[src/rtl/hdc_pkg.sv]
// hdc_pkg: constants, types and field layout of the hub device configuration register
// assumes: included before every design file of this block
package hdc_pkg;

    localparam logic [7:0] HDC_CFG_OFFSET   = 8'h05;
    localparam logic [7:0] HDC_CFG_RW_MASK  = 8'hFE;
    localparam logic [7:0] HDC_CFG_RESET    = 8'h00;
    localparam logic [7:0] HDC_RD_UNMAPPED  = 8'h00;
    localparam int         HDC_BIT_STRING   = 7;
    localparam int         HDC_BIT_SERIAL   = 6;
    localparam int         HDC_BIT_LP_INHIB = 5;
    localparam int         HDC_BIT_IND_LED  = 4;
    localparam int         HDC_BIT_GANGED   = 3;
    localparam int         HDC_BIT_PWR_MGMT = 2;
    localparam int         HDC_BIT_LP_TMR   = 1;
    localparam int         HDC_BIT_RSVD     = 0;

    // strap sampling then normal operation
    typedef enum logic [1:0] {
        HDC_ST_STRAP = 2'b01,
        HDC_ST_RUN   = 2'b10
    } hdc_state_t;

    // multiplexed strap terminals, sampled once at reset release
    typedef struct packed {
        logic strap_serial_data_pin;
        logic strap_indicator_addr3_pin;
        logic strap_shared_power_addr2_pin;
        logic strap_power_mgmt_addr1_pin;
    } hdc_straps_t;

    // one byte write from the eeprom loader or the smbus slave
    typedef struct packed {
        logic       valid;
        logic [7:0] addr;
        logic [7:0] data;
    } hdc_wr_t;

endpackage

[src/rtl/hdc_lp_gate.sv]
// hdc_lp_gate: gates U1/U2 entry initiation and acceptance by the inhibit bit
// assumes: one clock; power-on reset arrives on rst_n
`timescale 1ns/10ps
`default_nettype none
module hdc_lp_gate (
    input  wire logic clock,
    input  wire logic rst_n,
    input  wire logic link_lowpower_inhibit,
    input  wire logic forced_link_pm_accept_message_rx,
    input  wire logic forced_link_pm_accept_message_tx,
    input  wire logic upstream_disconnect,
    input  wire logic entry_req_rx,
    input  wire logic entry_want_tx,
    output logic      forced_q,
    output logic      entry_accept_q,
    output logic      entry_initiate_q
);
    import hdc_pkg::*;

    wire logic msg_seen = forced_link_pm_accept_message_rx | forced_link_pm_accept_message_tx;
    // set beats the disconnect clear in the same cycle
    wire logic forced_d = msg_seen | (forced_q & ~upstream_disconnect);
    wire logic allow    = ~link_lowpower_inhibit | forced_d;

    always_ff @(posedge clock or negedge rst_n) begin
        if (!rst_n) begin
            forced_q         <= 1'b0;
            entry_accept_q   <= 1'b0;
            entry_initiate_q <= 1'b0;
        end else begin
            forced_q         <= forced_d;
            entry_accept_q   <= entry_req_rx & allow;
            entry_initiate_q <= entry_want_tx & allow;
        end
    end
endmodule
`default_nettype wire

[src/rtl/hdc_config_reg.sv]
// hdc_config_reg: hub device configuration byte with strap capture and two loaders
// assumes: inputs synchronous to clock; i2c_mode steady after reset
//
// Operation
// string enable in I2C mode lets eeprom content fill the string registers.
// string enable in SMBus mode lets host writes to string registers through.
// serial enable in I2C mode lets eeprom content fill the serial number.
// serial enable in SMBus mode lets host writes to serial number through.
// string and serial enables reset to zero.
// inhibit bit blocks U1/U2 initiate and accept unless forced accept seen.
// after forced accept message, U1/U2 stay enabled until reset or disconnect.
// inhibit bit captured from serial data strap at reset release.
// indicator bit captured from indicator/address-3 strap at reset release.
// shared power bit captured from address-2 strap at reset release.
// power management bit captured from address-1 strap at reset release.
// in I2C mode eeprom bytes replace the strapped bits.
// in SMBus mode host writes replace the strapped bits.
// power management bit zero enables both power switching and over-current detection.
// single byte at offset 05h; bit 0 reads zero and ignores writes.
`timescale 1ns/10ps
`default_nettype none
module hdc_config_reg (
    input  wire logic                clock,
    input  wire logic                rst_n,
    input  wire hdc_pkg::hdc_straps_t straps,
    input  wire logic                i2c_mode,
    input  wire hdc_pkg::hdc_wr_t    eeprom_wr,
    input  wire hdc_pkg::hdc_wr_t    smbus_wr,
    input  wire logic [7:0]          rd_addr,
    input  wire logic                string_wr_from_eeprom,
    input  wire logic                string_wr_from_smbus,
    input  wire logic                serial_wr_from_eeprom,
    input  wire logic                serial_wr_from_smbus,
    input  wire logic                self_powered,
    input  wire logic                forced_link_pm_accept_message_rx,
    input  wire logic                forced_link_pm_accept_message_tx,
    input  wire logic                upstream_disconnect,
    input  wire logic                lp_entry_req_rx,
    input  wire logic                lp_entry_want_tx,
    output logic [7:0]               rd_data,
    output logic [7:0]               device_configuration,
    output logic                     strap_done,
    output logic                     string_wr_accept,
    output logic                     serial_wr_accept,
    output logic                     port_power_switch_en,
    output logic                     overcurrent_detect_en,
    output logic                     lp_forced,
    output logic                     lp_entry_accept,
    output logic                     lp_entry_initiate
);
    import hdc_pkg::*;

    hdc_state_t state_q;
    hdc_state_t state_d;
    logic [7:0] cfg_q;
    logic [7:0] cfg_d;
    logic [7:0] rd_data_q;
    logic       str_acc_q;
    logic       ser_acc_q;
    logic       pwr_sw_q;
    logic       oc_det_q;

    function automatic logic hit(input hdc_wr_t w);
        hit = w.valid && (w.addr == HDC_CFG_OFFSET);
    endfunction

    ////////////////////////////////////////////////////////////////////////////////
    // register next value
    wire logic       in_run    = (state_q == HDC_ST_RUN);
    wire logic       eep_take  = in_run & i2c_mode & hit(eeprom_wr);
    wire logic       smb_take  = in_run & ~i2c_mode & hit(smbus_wr);
    wire logic [7:0] strap_val = {cfg_q[HDC_BIT_STRING], cfg_q[HDC_BIT_SERIAL],
                                  straps.strap_serial_data_pin,
                                  straps.strap_indicator_addr3_pin,
                                  straps.strap_shared_power_addr2_pin,
                                  straps.strap_power_mgmt_addr1_pin,
                                  cfg_q[HDC_BIT_LP_TMR], 1'b0};

    always_comb begin
        state_d = HDC_ST_RUN;
        cfg_d   = cfg_q;
        unique case (state_q)
            HDC_ST_STRAP: begin
                cfg_d = strap_val;
            end
            HDC_ST_RUN: begin
                if (eep_take) begin
                    cfg_d = eeprom_wr.data & HDC_CFG_RW_MASK;
                end else if (smb_take) begin
                    cfg_d = smbus_wr.data & HDC_CFG_RW_MASK;
                end
            end
        endcase
    end

    ////////////////////////////////////////////////////////////////////////////////
    // side effects of the enables and the power management bit
    wire logic str_en   = cfg_q[HDC_BIT_STRING];
    wire logic ser_en   = cfg_q[HDC_BIT_SERIAL];
    wire logic str_acc  = str_en & (i2c_mode ? string_wr_from_eeprom
                                             : string_wr_from_smbus);
    wire logic ser_acc  = ser_en & (i2c_mode ? serial_wr_from_eeprom
                                             : serial_wr_from_smbus);
    wire logic pm_n     = cfg_q[HDC_BIT_PWR_MGMT];
    wire logic pwr_sw   = ~pm_n | ~self_powered;
    wire logic oc_det   = ~pm_n | self_powered;
    wire logic [7:0] rd_next = (rd_addr == HDC_CFG_OFFSET) ? cfg_q : HDC_RD_UNMAPPED;

    always_ff @(posedge clock or negedge rst_n) begin
        if (!rst_n) begin
            state_q   <= HDC_ST_STRAP;
            cfg_q     <= HDC_CFG_RESET;
            rd_data_q <= HDC_RD_UNMAPPED;
            str_acc_q <= 1'b0;
            ser_acc_q <= 1'b0;
            pwr_sw_q  <= 1'b0;
            oc_det_q  <= 1'b0;
        end else begin
            state_q   <= state_d;
            cfg_q     <= cfg_d;
            rd_data_q <= rd_next;
            str_acc_q <= str_acc;
            ser_acc_q <= ser_acc;
            pwr_sw_q  <= pwr_sw;
            oc_det_q  <= oc_det;
        end
    end

    assign rd_data               = rd_data_q;
    assign device_configuration  = cfg_q;
    assign strap_done            = state_q[1];
    assign string_wr_accept      = str_acc_q;
    assign serial_wr_accept      = ser_acc_q;
    assign port_power_switch_en  = pwr_sw_q;
    assign overcurrent_detect_en = oc_det_q;

    ////////////////////////////////////////////////////////////////////////////////
    // link low power gating
    hdc_lp_gate u_lp_gate (
        .clock                            (clock),
        .rst_n                            (rst_n),
        .link_lowpower_inhibit            (cfg_q[HDC_BIT_LP_INHIB]),
        .forced_link_pm_accept_message_rx (forced_link_pm_accept_message_rx),
        .forced_link_pm_accept_message_tx (forced_link_pm_accept_message_tx),
        .upstream_disconnect              (upstream_disconnect),
        .entry_req_rx                     (lp_entry_req_rx),
        .entry_want_tx                    (lp_entry_want_tx),
        .forced_q                         (lp_forced),
        .entry_accept_q                   (lp_entry_accept),
        .entry_initiate_q                 (lp_entry_initiate)
    );
endmodule
`default_nettype wire

[config.mk]
export PLATFORM = sky130hd
export DESIGN_NAME = hdc_config_reg
export DESIGN_NICKNAME = d
export VERILOG_FILES = /design/src/rtl/hdc_pkg.sv /design/src/rtl/hdc_lp_gate.sv /design/src/rtl/hdc_config_reg.sv
export SDC_FILE = /design/constraint.sdc
export NUM_CORES = 1
export LEC_CHECK = 0
export BUFFER_PORTS_ARGS = -buffer_cell sky130_fd_sc_hd__buf_2
export CAP_MARGIN = 20
export CORE_ASPECT_RATIO = 0.5
export CORE_MARGIN = 8
export CORE_UTILIZATION = 36
export CTS_BUF_LIST = sky130_fd_sc_hd__clkbuf_8
export DETAILED_ROUTE_END_ITERATION = 10
export GPL_TIMING_DRIVEN = 0
export HOLD_SLACK_MARGIN = 0.06
export PLACE_DENSITY = 0.78
export SETUP_SLACK_MARGIN = 0.3
export SLEW_MARGIN = 20
export SYNTH_ARGS = -nofsm -noshare
export SYNTH_HDL_FRONTEND = slang
export SYNTH_SLANG_ARGS = --single-unit
[constraint.sdc]
create_clock -name clock -period 1.1 [get_ports clock]
set_input_delay 0.11 -clock clock [delete_from_list [all_inputs] [get_ports clock]]
set_output_delay 0.11 -clock clock [all_outputs]
set_load 0.1 [all_outputs]
==> results of run 1 <==
[how the worst max path moves through the flow]
stage               slack, ns  depth (start not counted)                 endpoint
floorplan               -0.28                          3  device_configuration[3]
CTS                     -0.14                          3  device_configuration[1]
global route            -0.26                          6  device_configuration[5]
finish                  -0.22                          3  device_configuration[5]
detailed placement      -0.55                          5  device_configuration[1]
global placement        -0.50                          5  device_configuration[1]
[layer usage]
metal  vias to the layer above  GRT usage, %  share of wire [%]
li1                        531             -                  -
met1                       592          17.3                 37
met2                        94          32.6                 50
met3                        24          5.12                7.3
met4                         0          5.80                5.5
met5                         -             0                  0
[final cells by class]
class	instances	area, um^2
Buffer	3	26.3
Clock buffer	3	41.3
Clock inverter	1	5.00
Fill cell	112	393
Inverter	7	46.3
Multi-Input combinational cell	62	562
Sequential cell	23	617
Tap cell	37	46.3
Timing Repair Buffer	99	931
[report_power, final]
part / switching, mW / internal (mW) / leakage [nW]
registers: 0.0362 / 0.880 / 0.264
clock network: 0.269 / 0.253 / 0.0255
logic: 0.379 / 0.274 / 0.785
total: 0.684 / 1.41 / 1.07
[registers in the layout, indices dropped and copies added (netlist names)]
name / count
device_configuration: 7
rd_data: 7
state_q: 2
overcurrent_detect_en: 1
port_power_switch_en: 1
serial_wr_accept: 1
string_wr_accept: 1
u_lp_gate.entry_accept_q: 1
u_lp_gate.entry_initiate_q: 1
u_lp_gate.forced_q: 1
[cells in the mapped netlist (2+ instances only)]
cell      instances
a221o_1           4
and2_1            6
buf_4             3
conb_1            2
dfrtp_1          22
inv_1             7
mux2i_1           2
nand2_1          13
nand2b_1          2
nor2_1            4
nor2b_1           2
nor3_1            3
nor4bb_1          2
o21ai_0           5
o221ai_1          3
[worst max-delay path: stages, from the launching register on]
cell     delay [ns]
dfrtp_4        0.51
nor2b_4        0.16
and3_4         0.17
a221o_1        0.35
[cells by family after synthesis]
| kind of cell | count (synthesis) | synth area share (%) |
|---|---|---|
| AOI/OAI and AO/OA | 14 | 10.1 |
| buffers and inverters | 10 | 4.69 |
| DFF | 23 | 55.5 |
| muxes | 2 | 1.93 |
| other | 2 | 0.722 |
| and+or+nand+nor | 42 | 27.1 |
[repair_timing]
action,4_1_cts,5_1_grt
setup endpoints to repair,35,63
pin swaps,9,3
hold endpoints to repair,29,0
hold buffers,7,0
resized for setup,104,22
buffers inserted,10,4
[metrics by stage]
step	TNS, ns	power [mW]
after floorplan	-2.13	1.22
after global placement	-3.41	1.37
after detailed placement	-3.58	1.38
after CTS	-1.01	2.04
after global routing	-1.58	2.16
final	-1.30	2.09
==> out/results.ini, run 1 <==
[synthesis]
synthFlopType=dfrtp_1
yosysUniqueCellTypes=28
syn_area_mm2=0.00104
yosys.area.top_type=dfrtp_1
synth-warning-count=0
yosys-top-cells-area=dfrtp_1 (53%), nand2_1 (4.7%), a221o_1 (3.9%)
synth_cells=93
async_flop_share_pct=100
synth_edf_count=0
ys_seq_area_share_pct=55.5
ys_ff_latch=23
syn_avg_cell_area_um2=11.2
yosys.area.top_type_share_pct=52.9

[cts]
cts_sinks=23
clock_latency_ns=0.27
cts_tree=built
cts-buffers-inserted=3
cts-root-buf=clkbuf_8
cts_max_level=1
clk_pin_slew_ns=0.08
clockBufferDepth=2

[worst_hold_path]
hold_end=device_configuration[2]
hp-class=in -> reg
min_from=smbus_wr[2]
hold_depth=2

[run]
drv_cap=0

[global_routing]
grt_usage_pct=16.7
antenna_found_initial=0
grt_pass1_vias=1328
overflow=0
grt_max_degree=24
grt_pass1_wl_mm=6.49

[sta]
finalMaxSlewViolations=0
setup_viol=8
max_freq_mhz=756
fin_skew_ns=0.00749
finalHoldViolCount=0
min_period_ns=1.32
fin_crit_sh_pct=120
setup_slack_ns=-0.222
rsz0062_at_grt=yes
hold_ws_ns=0.0866

[cells_and_area]
final_nets=258
stdcell_area_mm2=0.00227
layout.cells.non_filler=235
area_delta_synth_final_pct=119
diodes=0
layout_commonest_cell=buf_2
fin_util_pct=85.3
final_cell_mix=buf_2 (54), buf_12 (22), dfrtp_2 (14)
drive_gt1_share_pct=76.8

[placement]
gp_congestion=0.709
placed_area_mm2=0.00157
port_buffers=78
dp_cells=210
hpwl_mm=2.52
dp_worst_setup_slack_ns=-0.548

[worst_setup_path]
reg2reg_to=device_configuration[5]
worstPathMaxFanout=6
worstSetupStartpointType=flip-flop
r2r_cells=3
path_class=reg -> reg
rr_startpoint=state_q[1]
required_ns=1.24
crit_path_end_kind=flip-flop
startpoint=state_q[1]
reg2reg_slack_ns=-0.22
crit_arrival_ns=1.46

[detailed_routing]
post_drt_via_cell_ratio=5.28
vias=1241
drc=0
first_iter_violations=71
detail_route.wl_per_cell_um=21.2
drtPass1Iterations=4
antenna_left=0
drt-total-wl_mm=4.98

[status]
violations=negative setup slack
run_status=finished with violations

[floorplan]
ios=83
die_y_um=54
num_rows=13
core_region_area_mm2=0.00267
initial_core_util_pct=39.0
die_area_mm2=0.00497
die_width_um=92

[power]
vdd_ir_drop_max_mv=0.499
leakage_nw=1.07
powerDensity_mw_per_mm2=919

(Power assumes the default switching activity.)
==> run 2, diff against run 1 <==
--- a/config.mk
+++ b/config.mk
@@ -5,11 +5,12 @@
 export SDC_FILE = /design/constraint.sdc
 export NUM_CORES = 1
 export LEC_CHECK = 0
+export ABC_AREA = 1
 export BUFFER_PORTS_ARGS = -buffer_cell sky130_fd_sc_hd__buf_2
 export CAP_MARGIN = 20
 export CORE_ASPECT_RATIO = 0.5
 export CORE_MARGIN = 8
-export CORE_UTILIZATION = 36
+export CORE_UTILIZATION = 38
 export CTS_BUF_LIST = sky130_fd_sc_hd__clkbuf_8
 export DETAILED_ROUTE_END_ITERATION = 10
 export GPL_TIMING_DRIVEN = 0
==> run 2 against run 1 <==
  * The flow still finishes with violations (negative setup slack)
  * Register-to-register slack got worse by 0.12 ns
  * Largest cell class unchanged
  * Die area is 6.1% higher
  * Critical path depth grew 5
  * Sequential power up 4.3%
  * Critical endpoint unchanged
  * Via count is 23% higher
  * Global-route usage shrank 0.18 points
==> out/results.ini, run 2 <==
[status]
run_status=finished with violations
violations=negative setup slack

[worst_setup_path]
crit_path_end_kind=flip-flop
reg2reg_slack_ns=-0.34
required_ns=1.26
worstSetupStartpointType=flip-flop
cp_top_family=simple AND/OR/NAND/NOR gates
cp_common_cell=nor2_1
slowest_delay_ns=0.46
path_class=reg -> reg
crit_arrival_ns=1.60
crit_buf_inv=1
rr_startpoint=state_q[1]
cpMaxStageDelayCell=dfrtp_4
reg2reg_to=device_configuration[5]
cp_cell_sequence=nand2_4 -> nor2_4 -> nand3_4 -> buf_6 -> nor2_1 -> nor2_2 -> nor2_1 -> nor2_1
r2r_cells=8
worstPathMaxFanout=5

[cts]
clk_pin_slew_ns=0.08
cts-root-buf=clkbuf_8
cts-buffers-inserted=3
clock_latency_ns=0.27
cts_sinks=23
cts_max_level=1
clockBufferDepth=2
cts_tree=built

[global_routing]
grt_usage_pct=16.5
grt_pass1_wl_mm=6.90
grt_max_degree=24
antenna_found_initial=1
overflow=0
grt_pass1_vias=1471

[sta]
max_freq_mhz=695
setup_slack_ns=-0.339
rsz0062_at_grt=yes
hold_ws_ns=0.0745
finalHoldViolCount=0
finalMaxSlewViolations=0
max_slew.worst_pin.slew_ns=0.523
relSlewSlack_pct=65.1
min_period_ns=1.44
setup_viol=7
fin_crit_sh_pct=131
fin_skew_ns=0.00577

[detailed_routing]
vias=1528
detail_route.wl_per_cell_um=16.2
drt-total-wl_mm=5.12
drc=0
post_drt_via_cell_ratio=4.82
first_iter_violations=76
drtPass1Iterations=4
antenna_left=0

[placement]
hpwl_mm=2.68
port_buffers=78
gp_congestion=0.755
dp_worst_setup_slack_ns=-0.300
dp_cells=288

[synthesis]
yosys.area.top_type=dfrtp_1
synth_cells=168
ys_ff_latch=23
synth.most_common_cell=nand2_1
async_flop_share_pct=100
yosys-top-cells-area=dfrtp_1 (46%), nand2_1 (15%), nor2_1 (14%)
synth_edf_count=0
synthTopCellsByCount=nand2_1 (47), nor2_1 (43), inv_1 (30)
synthFlopType=dfrtp_1
syn_avg_cell_area_um2=7.06
synth-warning-count=0
syn_area_mm2=0.00119
ys_seq_area_share_pct=48.6
yosysUniqueCellTypes=18
yosys.area.top_type_share_pct=46.4

[floorplan]
initial_core_util_pct=39.6
die_width_um=95.0
num_rows=14
core_region_area_mm2=0.00300
die_y_um=55.5
die_area_mm2=0.00527
ios=83

[cells_and_area]
drive_gt1_share_pct=58.0
final_nets=336
area_delta_synth_final_pct=102
layout.cells.non_filler=317
final_cell_mix=buf_2 (56), nand2_1 (40), nor2_1 (36)
layout_commonest_cell=buf_2

[power]
leakage_nw=1.28
powerDensity_mw_per_mm2=1020
vdd_ir_drop_max_mv=1.01

[run]
drv_cap=0

[worst_hold_path]
hold_depth=3
hp-class=in -> reg
min_from=forced_link_pm_accept_message_rx
hold_end=u_lp_gate.forced_q

## run 2: worst max-delay path by stage
stage	start	end	slack, ns	depth (start not counted)
after floorplan	state_q[1]	device_configuration[2]	-0.32	8
final	state_q[1]	device_configuration[5]	-0.34	8
after global placement	state_q[0]	device_configuration[1]	-0.28	9
after detailed placement	state_q[0]	device_configuration[7]	-0.30	9
after global routing	state_q[0]	device_configuration[5]	-0.39	10
after CTS	state_q[0]	device_configuration[3]	-0.23	10
## run 2: report_power, final
part           internal [mW]  switching (mW)
clock network          0.250           0.274
logic                  0.388           0.584
registers              0.906          0.0499
total                   1.54           0.908
## run 2: what timing repair did
item                                   in CTS  in global routing
resized for setup                         110                 16
setup endpoints to repair                  31                 42
pin swaps                                   8                 14
buffers inserted                           11                  6
hold buffers                                5                  0
cloned                                      1                  1
endpoints found under the hold margin      26                  0
## run 2: cell families (layout without fill, tap and decap cells)
family,Yosys count,count (layout),synth area share (%)
AO/OA/AOI/OAI,2,2,0.844
flip-flops,23,23,48.6
AND/OR/NAND/NOR,104,105,36.6
other,2,5,0.633
buffers and inverters,37,142,13.3
## run 2: layout make-up
type                    count  area [um^2]
repair buffers            101          947
plain buffers               4         37.5
flip-flops and latches     23          623
clock inverters             1         3.75
diodes                      1         2.50
well taps                  40         50.0
fillers                   158          599
inverters                  33          136
multi-input cells         111          554
clock buffers               3         41.3
## run 2: tightest hold or removal path, cell delays in order
cell,delay (ns)
buf_2,0.08
inv_1,0.05
nand3_2,0.07
## run 2: routing by layer
| layer | vias to the layer above | track usage, % | wire length, um |
|---|---|---|---|
| li1 | 699 | - | - |
| met1 | 717 | 17.1 | 1810 |
| met2 | 90 | 30.6 | 2630 |
| met3 | 22 | 3.63 | 426 |
| met4 | 0 | 7.93 | 244 |
| met5 | - | 0 | 0 |
## run 2: stage by stage
stage / area [um^2] / power, mW / TNS [ns] / util [%]
after floorplan: 1250 / 1.43 / -2.16 / -
after global placement: 1690 / 1.60 / -1.73 / 56.4
after detailed placement: 1690 / 1.61 / -1.89 / 56.4
after CTS: 2290 / 2.36 / -1.54 / 76.6
after global routing: 2400 / 2.53 / -2.26 / 80.0
final: 2400 / 2.45 / -1.94 / 80.0
